File: src/hdl/csc_pkg.sv
// Purpose: Shared constants and types for the codec secondary command registers.
// Assumes: Byte-wide register port with 16-bit addresses.
// Notes: Offsets are the absolute register addresses of the host controller map.
package csc_pkg;

  // --------------------------------------------------------------------------
  // Register map
  // --------------------------------------------------------------------------
  localparam int CSC_ADDR_W = 16;
  localparam int CSC_DATA_W = 8;
  localparam logic [15:0] CSC_OFF_VALID_SLOT_LOW = 16'hffd8;
  localparam logic [15:0] CSC_OFF_COMMAND_DATA_HIGH = 16'hffd9;
  localparam logic [15:0] CSC_OFF_COMMAND_DATA_LOW = 16'hffda;
  localparam logic [15:0] CSC_OFF_COMMAND_ADDRESS = 16'hffdb;

  // --------------------------------------------------------------------------
  // Reset values
  // --------------------------------------------------------------------------
  localparam logic [7:0] CSC_RST_VALID_SLOT_LOW = 8'h00;
  localparam logic [7:0] CSC_RST_COMMAND_DATA_HIGH = 8'h00;
  localparam logic [7:0] CSC_RST_COMMAND_DATA_LOW = 8'h00;
  localparam logic [7:0] CSC_RST_COMMAND_ADDRESS = 8'h00;

  // --------------------------------------------------------------------------
  // Field layout
  // --------------------------------------------------------------------------
  localparam int CSC_RW_BIT = 7;
  localparam int CSC_AC97_ADDR_MSB = 6;
  localparam int CSC_SLOT_FLAG_MSB = 7;
  localparam int CSC_SLOT_FLAG_LSB = 3;
  localparam int CSC_SLOT_FLAG_W = 5;
  localparam logic [2:0] CSC_RESERVED_READ = 3'h0;
  localparam logic [1:0] CSC_CID_PRIMARY = 2'h0;

  // --------------------------------------------------------------------------
  // Types
  // --------------------------------------------------------------------------
  typedef enum logic [2:0] {
    CSC_MODE_AC97,
    CSC_MODE_AC97_DUAL,
    CSC_MODE_GENERAL,
    CSC_MODE_SHORT_FRAME,
    CSC_MODE_I2S
  } csc_mode_type;

  typedef enum logic [1:0] {
    CSC_ST_IDLE,
    CSC_ST_WRITE,
    CSC_ST_READ_WAIT
  } csc_txn_state_type;

  // Tells whether a port mode is one of the AC '97 modes.
  function automatic logic csc_is_ac97(input csc_mode_type mode);
    logic result;
    result = (mode == CSC_MODE_AC97) || (mode == CSC_MODE_AC97_DUAL);
    return result;
  endfunction

endpackage

File: src/hdl/csc_regs.sv
// Purpose: Secondary command/status registers of the serial codec port.
// Assumes: Serializer and deserializer run on sys_clk_i and give one-cycle strobes.
// Notes: Register port is byte wide; read data appear one cycle after the strobe.
// How it works
// - Write sends all eight address bits.
// - Select bit one reads, zero writes.
// - Read overwrites address (bits 6..0 only in AC97 modes) with codec's returned address.
// - Sixteen-bit data split low and high bytes.
// - Read replaces data bytes with codec status.
// - Non-AC97 modes use low byte only.
// - Flag bits 7..3 mark slots 8..12 valid.
// - Slot flags apply only in AC97 modes.
// - Reserved bits read zero; everything resets zero.
// - Codec select 00 primary, else secondary.
`timescale 1ns/1ps
`default_nettype none
module csc_regs
  import csc_pkg::*;
(
  input wire logic sys_clk_i, // System clock, 25 MHz.
  input wire logic rst_i, // Synchronous reset, active high.
  input wire logic [15:0] reg_addr_i, // Register address.
  input wire logic [7:0] reg_wdata_i, // Register write data.
  input wire logic reg_wr_i, // Write strobe.
  input wire logic reg_rd_i, // Read strobe.
  output logic [7:0] reg_rdata_o, // Read data, one cycle after the strobe.
  input wire csc_pkg::csc_mode_type port_mode_i, // Codec port mode.
  input wire logic [1:0] codec_select_field_i, // Target codec of the transaction.
  input wire logic cmd_issue_i, // Serializer takes the command into a frame.
  input wire logic tx_frame_end_i, // Outgoing frame has been sent.
  input wire logic rx_frame_start_i, // Incoming frame begins.
  input wire logic rx_addr_stb_i, // Returned address valid.
  input wire logic [7:0] rx_addr_i, // Returned address.
  input wire logic rx_data_stb_i, // Returned status data valid.
  input wire logic [15:0] rx_data_i, // Returned status data.
  input wire logic rx_frame_end_i, // Incoming frame fully received.
  output logic [7:0] tx_address_o, // Command address for the frame.
  output logic [15:0] tx_data_o, // Command data for the frame.
  output logic [1:0] tx_codec_id_o, // Codec identifier for the frame.
  output logic tx_is_read_o, // Transaction in flight is a read.
  output logic [4:0] slot_valid_flags_o, // Valid flags for slots 8 to 12.
  output logic busy_o, // A secondary transaction is in flight.
  output logic read_done_o // Read results committed, one-cycle pulse.
);

  // --------------------------------------------------------------------------
  // Declarations
  // --------------------------------------------------------------------------
  logic [4:0] slot_flags;
  logic [7:0] command_data_high;
  logic [7:0] command_data_low;
  logic [7:0] command_address;
  logic [4:0] next_slot_flags;
  logic [7:0] next_command_data_high;
  logic [7:0] next_command_data_low;
  logic [7:0] next_command_address;
  logic [7:0] next_reg_rdata;
  csc_txn_state_type state;
  csc_txn_state_type next_state;
  logic txn_is_read;
  logic next_txn_is_read;
  logic txn_ac97;
  logic next_txn_ac97;
  logic next_read_done;
  logic commit;
  logic [7:0] shadow_addr;
  logic [15:0] shadow_data;
  logic shadow_full;
  logic hit_slot;
  logic hit_high;
  logic hit_low;
  logic hit_addr;

  // --------------------------------------------------------------------------
  // Outgoing command
  // --------------------------------------------------------------------------
  csc_tx_format u_tx_format
  (
    .sys_clk_i(sys_clk_i),
    .rst_i(rst_i),
    .load_i(cmd_issue_i),
    .mode_i(port_mode_i),
    .address_i(command_address),
    .data_high_i(command_data_high),
    .data_low_i(command_data_low),
    .codec_select_field_i(codec_select_field_i),
    .tx_address_o(tx_address_o),
    .tx_data_o(tx_data_o),
    .tx_codec_id_o(tx_codec_id_o)
  );

  // --------------------------------------------------------------------------
  // Incoming status
  // --------------------------------------------------------------------------
  csc_rx_capture u_rx_capture
  (
    .sys_clk_i(sys_clk_i),
    .rst_i(rst_i),
    .frame_start_i(rx_frame_start_i),
    .addr_stb_i(rx_addr_stb_i),
    .rx_addr_i(rx_addr_i),
    .data_stb_i(rx_data_stb_i),
    .rx_data_i(rx_data_i),
    .shadow_addr_o(shadow_addr),
    .shadow_data_o(shadow_data),
    .shadow_full_o(shadow_full)
  );

  // --------------------------------------------------------------------------
  // Transaction sequencing
  // --------------------------------------------------------------------------
  // The read result is taken only at the end of a response frame in which both
  // the returned address and the returned data arrived.
  assign commit = (state == CSC_ST_READ_WAIT) && rx_frame_end_i && shadow_full;

  always_comb
  begin
    next_state = state;
    next_txn_is_read = txn_is_read;
    next_txn_ac97 = txn_ac97;
    next_read_done = 1'b0;
    case (state)
      CSC_ST_IDLE:
      begin
        if (cmd_issue_i)
        begin
          next_txn_is_read = command_address[CSC_RW_BIT];
          next_txn_ac97 = csc_is_ac97(port_mode_i);
          if (command_address[CSC_RW_BIT])
          begin
            next_state = CSC_ST_READ_WAIT;
          end
          else
          begin
            next_state = CSC_ST_WRITE;
          end
        end
      end
      CSC_ST_WRITE:
      begin
        if (tx_frame_end_i)
        begin
          next_state = CSC_ST_IDLE;
        end
      end
      CSC_ST_READ_WAIT:
      begin
        if (commit)
        begin
          next_state = CSC_ST_IDLE;
          next_read_done = 1'b1;
        end
      end
      default:
      begin
        next_state = CSC_ST_IDLE;
      end
    endcase
  end

  always_ff @(posedge sys_clk_i)
  begin
    if (rst_i)
    begin
      state <= CSC_ST_IDLE;
      txn_is_read <= 1'b0;
      txn_ac97 <= 1'b0;
      read_done_o <= 1'b0;
    end
    else
    begin
      state <= next_state;
      txn_is_read <= next_txn_is_read;
      txn_ac97 <= next_txn_ac97;
      read_done_o <= next_read_done;
    end
  end

  assign busy_o = (state != CSC_ST_IDLE);
  assign tx_is_read_o = busy_o && txn_is_read;

  // --------------------------------------------------------------------------
  // Register writes and hardware updates
  // --------------------------------------------------------------------------
  assign hit_slot = (reg_addr_i == CSC_OFF_VALID_SLOT_LOW);
  assign hit_high = (reg_addr_i == CSC_OFF_COMMAND_DATA_HIGH);
  assign hit_low = (reg_addr_i == CSC_OFF_COMMAND_DATA_LOW);
  assign hit_addr = (reg_addr_i == CSC_OFF_COMMAND_ADDRESS);

  always_comb
  begin
    next_slot_flags = slot_flags;
    next_command_data_high = command_data_high;
    next_command_data_low = command_data_low;
    next_command_address = command_address;
    if (reg_wr_i)
    begin
      if (hit_slot)
      begin
        // The reserved low bits of the write data are dropped.
        next_slot_flags = reg_wdata_i[CSC_SLOT_FLAG_MSB:CSC_SLOT_FLAG_LSB];
      end
      if (hit_high)
      begin
        next_command_data_high = reg_wdata_i;
      end
      if (hit_low)
      begin
        next_command_data_low = reg_wdata_i;
      end
      if (hit_addr)
      begin
        next_command_address = reg_wdata_i;
      end
    end
    // A returned read result wins over a software write in the same cycle.
    if (commit)
    begin
      if (txn_ac97)
      begin
        // The select bit stays; only the seven address bits are replaced.
        next_command_address[CSC_AC97_ADDR_MSB:0] = shadow_addr[CSC_AC97_ADDR_MSB:0];
        next_command_data_high = shadow_data[15:8];
      end
      else
      begin
        next_command_address = shadow_addr;
      end
      // Outside AC '97 the high byte is left untouched.
      next_command_data_low = shadow_data[7:0];
    end
  end

  always_ff @(posedge sys_clk_i)
  begin
    if (rst_i)
    begin
      slot_flags <= CSC_RST_VALID_SLOT_LOW[CSC_SLOT_FLAG_MSB:CSC_SLOT_FLAG_LSB];
      command_data_high <= CSC_RST_COMMAND_DATA_HIGH;
      command_data_low <= CSC_RST_COMMAND_DATA_LOW;
      command_address <= CSC_RST_COMMAND_ADDRESS;
    end
    else
    begin
      slot_flags <= next_slot_flags;
      command_data_high <= next_command_data_high;
      command_data_low <= next_command_data_low;
      command_address <= next_command_address;
    end
  end

  // --------------------------------------------------------------------------
  // Read data
  // --------------------------------------------------------------------------
  always_comb
  begin
    next_reg_rdata = 8'h00;
    if (reg_rd_i)
    begin
      if (hit_slot)
      begin
        next_reg_rdata = {slot_flags, CSC_RESERVED_READ};
      end
      else if (hit_high)
      begin
        next_reg_rdata = command_data_high;
      end
      else if (hit_low)
      begin
        next_reg_rdata = command_data_low;
      end
      else if (hit_addr)
      begin
        next_reg_rdata = command_address;
      end
    end
  end

  always_ff @(posedge sys_clk_i)
  begin
    if (rst_i)
    begin
      reg_rdata_o <= 8'h00;
    end
    else
    begin
      reg_rdata_o <= next_reg_rdata;
    end
  end

  // --------------------------------------------------------------------------
  // Slot valid flags
  // --------------------------------------------------------------------------
  // Flag bit 4 of the output is slot 8, bit 0 is slot 12.
  assign slot_valid_flags_o = csc_is_ac97(port_mode_i) ? slot_flags : 5'h00;

endmodule
`default_nettype wire

File: src/hdl/csc_rx_capture.sv
// Purpose: Collects the codec's returned address and status data over one frame.
// Assumes: Strobes come from the frame deserializer on the same clock.
// Notes: The seen flags are cleared at each frame start; the captured address and data keep their values.
`timescale 1ns/1ps
`default_nettype none
module csc_rx_capture
(
  input wire logic sys_clk_i, // System clock.
  input wire logic rst_i, // Synchronous reset, active high.
  input wire logic frame_start_i, // Start of an incoming frame.
  input wire logic addr_stb_i, // Returned address is on rx_addr_i.
  input wire logic [7:0] rx_addr_i, // Returned register address.
  input wire logic data_stb_i, // Returned data is on rx_data_i.
  input wire logic [15:0] rx_data_i, // Returned status data.
  output logic [7:0] shadow_addr_o, // Captured address.
  output logic [15:0] shadow_data_o, // Captured status data.
  output logic shadow_full_o // Both address and data captured this frame.
);

  logic [7:0] next_shadow_addr;
  logic [15:0] next_shadow_data;
  logic addr_seen;
  logic data_seen;
  logic next_addr_seen;
  logic next_data_seen;

  // --------------------------------------------------------------------------
  // Capture
  // --------------------------------------------------------------------------
  always_comb
  begin
    next_shadow_addr = shadow_addr_o;
    next_shadow_data = shadow_data_o;
    next_addr_seen = addr_seen;
    next_data_seen = data_seen;
    if (frame_start_i)
    begin
      next_addr_seen = 1'b0;
      next_data_seen = 1'b0;
    end
    if (addr_stb_i)
    begin
      next_shadow_addr = rx_addr_i;
      next_addr_seen = 1'b1;
    end
    if (data_stb_i)
    begin
      next_shadow_data = rx_data_i;
      next_data_seen = 1'b1;
    end
  end

  always_ff @(posedge sys_clk_i)
  begin
    if (rst_i)
    begin
      shadow_addr_o <= 8'h00;
      shadow_data_o <= 16'h0000;
      addr_seen <= 1'b0;
      data_seen <= 1'b0;
    end
    else
    begin
      shadow_addr_o <= next_shadow_addr;
      shadow_data_o <= next_shadow_data;
      addr_seen <= next_addr_seen;
      data_seen <= next_data_seen;
    end
  end

  assign shadow_full_o = addr_seen && data_seen;

endmodule
`default_nettype wire

File: src/hdl/csc_tx_format.sv
// Purpose: Latches and formats the outgoing secondary command for one frame.
// Assumes: load_i is a one-cycle pulse from the frame serializer.
// Notes: Values stay stable for the whole frame even if software rewrites registers.
`timescale 1ns/1ps
`default_nettype none
module csc_tx_format
  import csc_pkg::*;
(
  input wire logic sys_clk_i, // System clock.
  input wire logic rst_i, // Synchronous reset, active high.
  input wire logic load_i, // Serializer takes the command now.
  input wire csc_pkg::csc_mode_type mode_i, // Port mode.
  input wire logic [7:0] address_i, // Command address register.
  input wire logic [7:0] data_high_i, // Command data high byte.
  input wire logic [7:0] data_low_i, // Command data low byte.
  input wire logic [1:0] codec_select_field_i, // Target codec identifier.
  output logic [7:0] tx_address_o, // Address word for the command slot.
  output logic [15:0] tx_data_o, // Data word for the data slot.
  output logic [1:0] tx_codec_id_o // Codec identifier sent with the command.
);

  logic [7:0] next_tx_address;
  logic [15:0] next_tx_data;
  logic [1:0] next_tx_codec_id;

  // --------------------------------------------------------------------------
  // Formatting
  // --------------------------------------------------------------------------
  always_comb
  begin
    next_tx_address = tx_address_o;
    next_tx_data = tx_data_o;
    next_tx_codec_id = tx_codec_id_o;
    if (load_i)
    begin
      next_tx_address = address_i;
      if (csc_is_ac97(mode_i))
      begin
        next_tx_data = {data_high_i, data_low_i};
        next_tx_codec_id = codec_select_field_i;
      end
      else
      begin
        // Only the low byte travels outside the AC '97 modes.
        next_tx_data = {8'h00, data_low_i};
        next_tx_codec_id = CSC_CID_PRIMARY;
      end
    end
  end

  always_ff @(posedge sys_clk_i)
  begin
    if (rst_i)
    begin
      tx_address_o <= 8'h00;
      tx_data_o <= 16'h0000;
      tx_codec_id_o <= 2'h0;
    end
    else
    begin
      tx_address_o <= next_tx_address;
      tx_data_o <= next_tx_data;
      tx_codec_id_o <= next_tx_codec_id;
    end
  end

endmodule
`default_nettype wire

File: config.mk
export PLATFORM = sky130hd
export DESIGN_NAME = csc_regs
export DESIGN_NICKNAME = d
export VERILOG_FILES = /design/src/hdl/csc_pkg.sv /design/src/hdl/csc_regs.sv /design/src/hdl/csc_rx_capture.sv /design/src/hdl/csc_tx_format.sv
export SDC_FILE = /design/constraint.sdc
export NUM_CORES = 1
export LEC_CHECK = 0
export BUFFER_PORTS_ARGS = -buffer_cell sky130_fd_sc_hd__buf_2
export CAP_MARGIN = 15
export CORE_MARGIN = 2
export CORE_UTILIZATION = 35
export CTS_CLUSTER_SIZE = 24
export DETAILED_ROUTE_END_ITERATION = 10
export HOLD_SLACK_MARGIN = 0.02
export SLEW_MARGIN = 20
export SYNTH_ARGS = -nofsm -noshare
export SYNTH_HDL_FRONTEND = slang
export SYNTH_SLANG_ARGS = --single-unit
export TNS_END_PERCENT = 10
File: constraint.sdc
create_clock -name sys_clk_i -period 1.7 [get_ports sys_clk_i]
set_input_delay 0 -clock sys_clk_i [delete_from_list [all_inputs] [get_ports sys_clk_i]]
set_output_delay 0 -clock sys_clk_i [all_outputs]
set_load 0.05 [all_outputs]
==> results of run 1 <==
[logic make-up (layout without fill, tap and decap cells)]
group,Yosys count,in the layout
and+or+nand+nor,197,197
DFF,94,94
AOI/OAI and AO/OA,72,72
muxes,45,45
buffers and inverters,40,172
[area by class of cell]
type,instances,area share (%)
flip-flops and latches,94,35.16
well taps,143,3.343
repair buffers,154,18.42
inverters,4,0.2805
multi-input cells,314,36.98
clock inverters,4,1.356
clock buffers,10,4.465
[Yosys cell counts (7+ instances only)]
library cell	number
sky130_fd_sc_hd__a21oi_1	15
sky130_fd_sc_hd__a311oi_1	9
sky130_fd_sc_hd__and2_1	7
sky130_fd_sc_hd__clkbuf_1	28
sky130_fd_sc_hd__dfxtp_1	94
sky130_fd_sc_hd__mux2i_1	45
sky130_fd_sc_hd__nand2_1	47
sky130_fd_sc_hd__nand2b_1	16
sky130_fd_sc_hd__nand4_1	16
sky130_fd_sc_hd__nor2_1	66
sky130_fd_sc_hd__nor2b_1	13
sky130_fd_sc_hd__nor3_1	7
sky130_fd_sc_hd__o211ai_1	22
sky130_fd_sc_hd__o31ai_1	8
[metal layers]
metal,vias to the layer above,part of all wire [%],GRT usage (%)
met5,-,0,0
met4,0,1.9,5.844
met3,16,6.3,4.210
met2,111,46,29.61
met1,1711,46,25.05
li1,1849,-,-
[power by group]
group | switching [mW] | internal [mW] | leakage [nW]
Clock | 0.816 | 1.31 | 0.150
Combinational | 0.218 | 0.185 | 1.38
Sequential | 0.0249 | 2.24 | 0.763
[stage by stage]
step                      area, sq um  hold slack (ns)  power, mW
after global placement           4683           0.2271      2.649
final                            5353          0.03052      4.796
after CTS                        5353          0.02253      4.833
after global routing             5353          0.06095      4.951
after detailed placement         4683           0.2346      2.656
after floorplan                  4010           0.1394      2.505
[critical path, delay by kind of cell, from the launching register on]
kind / cells / cell delay, ns
simple gates: 1 / 0.20
flops: 1 / 0.31
compound gates: 3 / 0.92
[flip-flops by register name, indices dropped and copies added, names as in the netlist, 2 cells and up]
| name | cells |
|---|---|
| command_address | 8 |
| command_data_high | 8 |
| command_data_low | 8 |
| reg_rdata_o | 8 |
| slot_flags | 5 |
| state | 2 |
| u_rx_capture.shadow_addr_o | 8 |
| u_rx_capture.shadow_data_o | 16 |
| u_tx_format.tx_address_o | 8 |
| u_tx_format.tx_codec_id_o | 2 |
| u_tx_format.tx_data_o | 16 |
[final timing paths]
path | startpoint | end | slack, ns | cells past startpoint
hold reg to reg | txn_is_read | txn_is_read | 0.45 | 2
setup / recovery | u_rx_capture.addr_seen | command_address[6] | 0.19 | 4
hold / removal | port_mode_i[2] | txn_ac97 | 0.03 | 4
setup reg to reg | u_rx_capture.addr_seen | command_address[6] | 0.19 | 4
[what timing repair did]
action | in CTS | in global routing
endpoints found under the hold margin | 51 | 0
setup endpoints to repair | 15 | 0
gates resized for setup | 1 | 0
setup buffers | 0 | 0
hold buffers | 35 | 0
==> summary.md, run 1 <==
| Metric | Value |
|---|---|
| Post-Syn Nets | `511` |
| Inserted Clock Buffers | `9` |
| Fraction of final layout cells sized beyond drive strength 1 | `24.14%` |
| Outcome | `finished, final reports clean` |
| Row cnt | `39` |
| Overall via count from detail_route | `3687` |
| CP Data Required Time | `1.96 ns` |
| Die outline height | `111.0 um` |
| Initial antenna violation count | `0` |
| CTS H-Tree Depth | `3` |
| Number of clock sinks | `94` |
| Dominant combinational cell family by area after synthesis | `simple AND/OR/NAND/NOR gates` |
| Number of different library cells in the post-synthesis netlist | `39` |
| Critical Path Slowest Stage Cell | `sky130_fd_sc_hd__a21oi_4` |
| DIE AREA | `0.01233 sq mm` |
| Power Density | `896.1 mW/mm^2` |
| Fin. Hold Viols | `0` |
| Adder-cell area share of the yosys netlist | `0%` |
| Max capacitance violation total | `0` |
| Worst Hold Class | `primary input to flop` |
| Placed wire-length estimate after detailed placement | `8270 um` |
| Largest cells by area after synthesis | `sky130_fd_sc_hd__dfxtp_1 (47%), sky130_fd_sc_hd__mux2i_1 (11%), sky130_fd_sc_hd__nor2_1 (6.2%), sky130_fd_sc_hd__nand2_1 (4.4%), sky130_fd_sc_hd__o211ai_1 (4.1%)` |
| FFs w/ async S/R, synth | `0%` |
| Share of Yosys cell area claimed by the top area cell type | `46.93%` |
| Number of fillers in the final layout | `1109` |
| Initial standard-cell utilization of the core | `35.42%` |
| Most common cell after layout, fill and taps aside | `sky130_fd_sc_hd__buf_2` |
| Non-Filler Instances | `723` |
| Post-synthesis cell area | `0.004010 sq mm` |
| Post-synthesis sequential area ratio | `46.93%` |
| CTS Root Buffer Type | `sky130_fd_sc_hd__clkbuf_16` |
| Per-instance average area after synthesis | `8.951 sq um` |
| Maximum number of pins on one net before global-route repair | `57` |
| Global-route wire length before repair | `18390 um` |
| Area leader, netlist | `sky130_fd_sc_hd__dfxtp_1` |
| Cell occurring most often along the worst timing path | `sky130_fd_sc_hd__o211ai_1` |
| Part of the cycle the worst path needs | `88.54%` |
| I/O pins | `105` |
| Register bit total from synthesis | `94` |
| Total area of sequential cells | `0.001882 sq mm` |
| Residual DRC count | `0` |
| Routed length per instance | `15.77 um` |
| Worst Clk Skew | `0.006468 ns` |
| Floorplan Core Area | `0.01132 sq mm` |
| Worst skew pair latency | `0.34 ns` |
| Fraction of the mapped netlist area in compound gates | `13.23%` |
| Post-Synth Simple-Gate Area | `24.62%` |
| Total wire length after detailed routing | `11400 um` |
| Max-slew violations | `0` |
| Clk pin slew, worst setup/hold paths | `0.06 ns` |
| Max rail drop VDD | `0.0006552 V` |
| Warnings, synthesis | `0` |
| Number of port buffers | `103` |
| Final cell utilization of the core | `47.28%` |
| Layout overhead on the synthesized area | `33.48%` |
| Post-placement cell count | `674` |
| Number of flops mapped to enable cells by yosys | `0` |
| Detailed-router iteration count before antenna repair | `4` |
| Width of the die | `111.0 um` |
| Multiplexer share of the synthesized area | `11.23%` |
| Kind of end point of the critical path | `flop` |
| Setup total negative slack | `0 ns` |
| Number of inserted diodes | `0` |
| Parity-gate share of the synthesized area counting xor and xnor cells | `0%` |
| Total Nets Final | `640` |
| All-Layer GR Usage | `18.54%` |
| Number of cells produced by synthesis | `448` |
| Clock tree buffer depth | `2` |
| Fmax | `664.4 MHz` |
| CP Cell Sequence | `and3_1 > a21oi_4 > o211ai_1 > o211ai_1` |
| DR iter-0 viols | `248` |
| Vias in the first global route | `3577` |
| Global route total overflow | `0` |
| Final RePlAce weighted congestion | `0.9187` |
| CTS tree | `yes` |
| Leak | `2.296 nW` |
| Relative slew slack | `51.38%` |
| Max incr delay on CP | `0.61 ns` |
| Setup CP Type | `flop to flop` |
| Minimum setup slack in the final design | `0.1949 ns` |
| Pre-CTS setup slack | `-0.1438 ns` |
| Antenna violation net count after detailed routing | `0` |
| Minimum clock period | `1.505 ns` |
| Unrepaired setup endpoints after global routing | `no` |
| Endpoints failing setup | `0` |
| Transition at the pin with the smallest max-transition slack | `0.7277 ns` |
| Arrival time of data at the critical path endpoint | `1.77 ns` |
| Leading register cell type out of synthesis | `sky130_fd_sc_hd__dfxtp_1` |
| Area used by multi-input combinational logic | `0.001979 sq mm` |
| Top library cells by usage in the layout, fill and taps aside | `sky130_fd_sc_hd__buf_2 (103), sky130_fd_sc_hd__dfxtp_1 (94), sky130_fd_sc_hd__nor2_1 (66), sky130_fd_sc_hd__nand2_1 (47), sky130_fd_sc_hd__mux2i_1 (45)` |
| Critical Path Fanout Max | `30` |
| Startpoint type of the worst setup path | `flop` |
| Detail-routed via count per cell | `5.100` |
No activity file was read; power rests on OpenSTA's default activity.
==> inputs of run 2 (changes only) <==
--- a/config.mk
+++ b/config.mk
@@ -7,11 +7,11 @@
 export LEC_CHECK = 0
 export BUFFER_PORTS_ARGS = -buffer_cell sky130_fd_sc_hd__buf_2
 export CAP_MARGIN = 15
-export CORE_MARGIN = 2
-export CORE_UTILIZATION = 35
+export CORE_UTILIZATION = 51
 export CTS_CLUSTER_SIZE = 24
 export DETAILED_ROUTE_END_ITERATION = 10
 export HOLD_SLACK_MARGIN = 0.02
+export PLACE_DENSITY = 0.78
 export SLEW_MARGIN = 20
 export SYNTH_ARGS = -nofsm -noshare
 export SYNTH_HDL_FRONTEND = slang
==> summary.md, run 2 (synthesis results as in run 1) <==
| Metric | Value |
|---|---|
| Outcome | `finished, final reports clean` |
| Leak | `2.243 nW (-2.3%)` |
| End of the worst register-to-register path | `command_data_low[1]` |
| Floorplan Core Area | `0.007408 sq mm (-35%)` |
| Part of the cycle the worst path needs | `92.31% (+3.8 points)` |
| Kind of end point of the critical path | `flop` |
| Fin. Hold Viols | `0 (unchanged)` |
| Startpoint type of the worst setup path | `primary input` |
| R2R Setup Slk | `0.14 ns (-0.05 ns)` |
| Tot Pwr | `4.164 mW (-13%)` |
| Top library cells by usage in the layout, fill and taps aside | `sky130_fd_sc_hd__buf_2 (103), sky130_fd_sc_hd__dfxtp_1 (93), sky130_fd_sc_hd__nor2_1 (66), sky130_fd_sc_hd__nand2_1 (47), sky130_fd_sc_hd__mux2i_1 (45)` |
| Minimum setup slack in the final design | `0.1308 ns (-0.06409 ns)` |
| Row cnt | `31 (-21%)` |
| Fmax | `637.3 MHz (-4.1%)` |
| DR iter-0 viols | `249 (+0.40%)` |
| Placed wire-length estimate after detailed placement | `7538 um (-8.9%)` |
| CTS Root Buffer Type | `sky130_fd_sc_hd__clkbuf_8` |
| Width of the die | `90.68 um (-18%)` |
| Max capacitance violation total | `0 (unchanged)` |
| Final cell utilization of the core | `70.33% (+23 points)` |
| Initial standard-cell utilization of the core | `54.13% (+19 points)` |
| End point of the critical path | `command_data_low[1]` |
| Max rail drop VDD | `0.0005462 V (-17%)` |
| Routed length per instance | `16.26 um (+3.1%)` |
| CTS tree | `yes` |
| Pre-CTS setup slack | `-0.1999 ns (-0.05613 ns)` |
| Critical Path Fanout Max | `30 (unchanged)` |
| Crit. Startpoint | `rx_frame_end_i` |
| CP Cell Sequence | `dlygate4sd3_1 > buf_2 > and3_1 > a21oi_4 > nand4_1 > o211ai_1` |
| Global-route wire length before repair | `18350 um (-0.22%)` |
| CP Depth | `6 (+2)` |
| Inserted Clock Buffers | `9 (unchanged)` |
| Number of inserted diodes | `0 (unchanged)` |
| Arrival time of data at the critical path endpoint | `1.86 ns (+0.09 ns)` |
| Worst skew pair latency | `0.36 ns (+0.02 ns)` |
| Worst Reg-to-Reg Cells | `4 (unchanged)` |
| Antenna violation net count after detailed routing | `0 (unchanged)` |
| Total Nets Final | `640 (unchanged)` |
| DIE AREA | `0.008222 sq mm (-33%)` |
| CP Data Required Time | `1.99 ns (+0.03 ns)` |
| Final RePlAce weighted congestion | `0.8945 (-2.6%)` |
| Detail-routed via count per cell | `5.611 (+10%)` |
| Worst Clk Skew | `0.008612 ns (+0.002145 ns)` |
| Layout overhead on the synthesized area | `29.92%` |
| Number of buffer and inverter instances along the worst setup path | `2 (+2)` |
| Unrepaired setup endpoints after global routing | `no` |
| Endpoints failing setup | `0 (unchanged)` |
| Number of fillers in the final layout | `567 (-49%)` |
| Vias in the first global route | `3769 (+5.4%)` |
| Max-slew violations | `0 (unchanged)` |
| Number of clock sinks | `94 (unchanged)` |
| Residual DRC count | `0 (unchanged)` |
| Max incr delay on CP | `0.60 ns (about the same)` |
| Minimum clock period | `1.569 ns (+0.06409 ns)` |
| Registers with the most flip-flops | `u_rx_capture.shadow_data_o (16), u_tx_format.tx_data_o (16)` |
| Most common cell after layout, fill and taps aside | `sky130_fd_sc_hd__buf_2` |
| Critical Path Slowest Stage Cell | `sky130_fd_sc_hd__a21oi_4` |
| Transition at the pin with the smallest max-transition slack | `0.7234 ns (-0.004242 ns)` |
| Start of the worst register-to-register path | `u_rx_capture.addr_seen` |
| Clock tree buffer depth | `2 (unchanged)` |
| Worst Hold Class | `primary input to flop` |
| Clk pin slew, worst setup/hold paths | `0.09 ns (+0.03 ns)` |
| Number of port buffers | `103 (unchanged)` |
| CTS H-Tree Depth | `3 (unchanged)` |
| Die outline height | `90.68 um (-18%)` |
| Power Density | `799.2 mW/mm^2 (-11%)` |
| I/O pins | `105 (unchanged)` |
| Maximum number of pins on one net before global-route repair | `76 (+33%)` |
| Cell family with most CP delay | `compound AO/OA/AOI/OAI gates` |
| Fraction of final layout cells sized beyond drive strength 1 | `23.71% (-0.43 points)` |
| Setup total negative slack | `0 ns (unchanged)` |
| Total wire length after detailed routing | `11070 um (-2.9%)` |
| Initial antenna violation count | `0 (unchanged)` |
| Detailed-router iteration count before antenna repair | `5 (+1)` |
| Global route total overflow | `0 (unchanged)` |
| Relative slew slack | `51.77% (+0.39 points)` |
| Overall via count from detail_route | `3821 (+3.6%)` |
| Setup CP Type | `primary input to flop` |
| All-Layer GR Usage | `27.97% (+9.4 points)` |
-- run 2: cell types whose count changed in the layout (fill, tap and decap cells not counted) --
cell	delta
sky130_fd_sc_hd__buf_4	-5
sky130_fd_sc_hd__dfxtp_2	+1
sky130_fd_sc_hd__clkbuf_8	+9
sky130_fd_sc_hd__clkbuf_1	+1
sky130_fd_sc_hd__clkbuf_16	-9
sky130_fd_sc_hd__clkinvlp_4	+1
sky130_fd_sc_hd__dfxtp_1	-1
sky130_fd_sc_hd__bufinv_16	-1
sky130_fd_sc_hd__dlygate4sd3_1	+4
sky130_fd_sc_hd__buf_12	+1
sky130_fd_sc_hd__clkinv_4	+1
-- run 2: worst register-to-register path, cell delays in order, from the launching register on --
cell,delay [ns]
sky130_fd_sc_hd__dfxtp_1,0.32
sky130_fd_sc_hd__and3_1,0.21
sky130_fd_sc_hd__a21oi_4,0.60
sky130_fd_sc_hd__nand4_1,0.23
sky130_fd_sc_hd__o211ai_1,0.14
-- run 2: per-stage QoR --
step                hold WS (ns)  instance area [sq um]  cells
floorplan                 0.1394                   4010    448
global placement          0.2255                   4611    626
detailed placement        0.2418                   4611    626
CTS                      0.04622                   5209    681
global route             0.08295                   5210    681
finish                   0.06048                   5210    681
-- run 2: per-layer routing --
layer  share of wire [%]  track usage [%]  wire (um)  vias up
met5                   0                0          0        -
li1                    -                -          -     1850
met3                 5.5            5.556        608       21
met2                  47            46.34       5249      167
met4                 2.0            10.22        222        0
met1                  45            35.96       4990     1783
-- run 2: repair_timing --
action                                  in CTS  in global routing
buffers inserted                             0                  0
hold buffers                                39                  0
pin swaps                                    0                  0
endpoints found under the setup margin      15                  3
hold endpoints to repair                    59                  0
gates resized for setup                      1                  1
-- run 2: worst min path at each step --
| stage | slack, ns | depth (start not counted) | endpoint | from |
|---|---|---|---|---|
| CTS | 0.05 | 3 | txn_ac97 | cmd_issue_i |
| finish | 0.06 | 3 | txn_ac97 | cmd_issue_i |
| detailed placement | 0.24 | 3 | u_tx_format.tx_codec_id_o[0] | codec_select_field_i[0] |
| floorplan | 0.14 | 2 | u_tx_format.tx_codec_id_o[0] | codec_select_field_i[0] |
| global route | 0.08 | 3 | u_rx_capture.shadow_addr_o[7] | rx_addr_stb_i |
| global placement | 0.23 | 3 | u_tx_format.tx_codec_id_o[0] | codec_select_field_i[0] |
-- run 2: layout make-up --
type / instances / area [sq um] / area share, %
clock buffers: 11 / 141.4 / 2.714
clock inverters: 5 / 58.81 / 1.129
inverters: 4 / 15.01 / 0.2882
multi-input cells: 314 / 1979 / 37.99
flip-flops and latches: 94 / 1883 / 36.14
well taps: 99 / 123.9 / 2.378
repair buffers: 154 / 1008 / 19.36
-- run 2: power by group --
group / leakage [nW] / internal, mW / switching [mW]
clock network: 0.0955 / 0.720 / 0.766
logic: 1.38 / 0.189 / 0.221
registers: 0.763 / 2.24 / 0.0267
total: 2.24 / 3.15 / 1.01
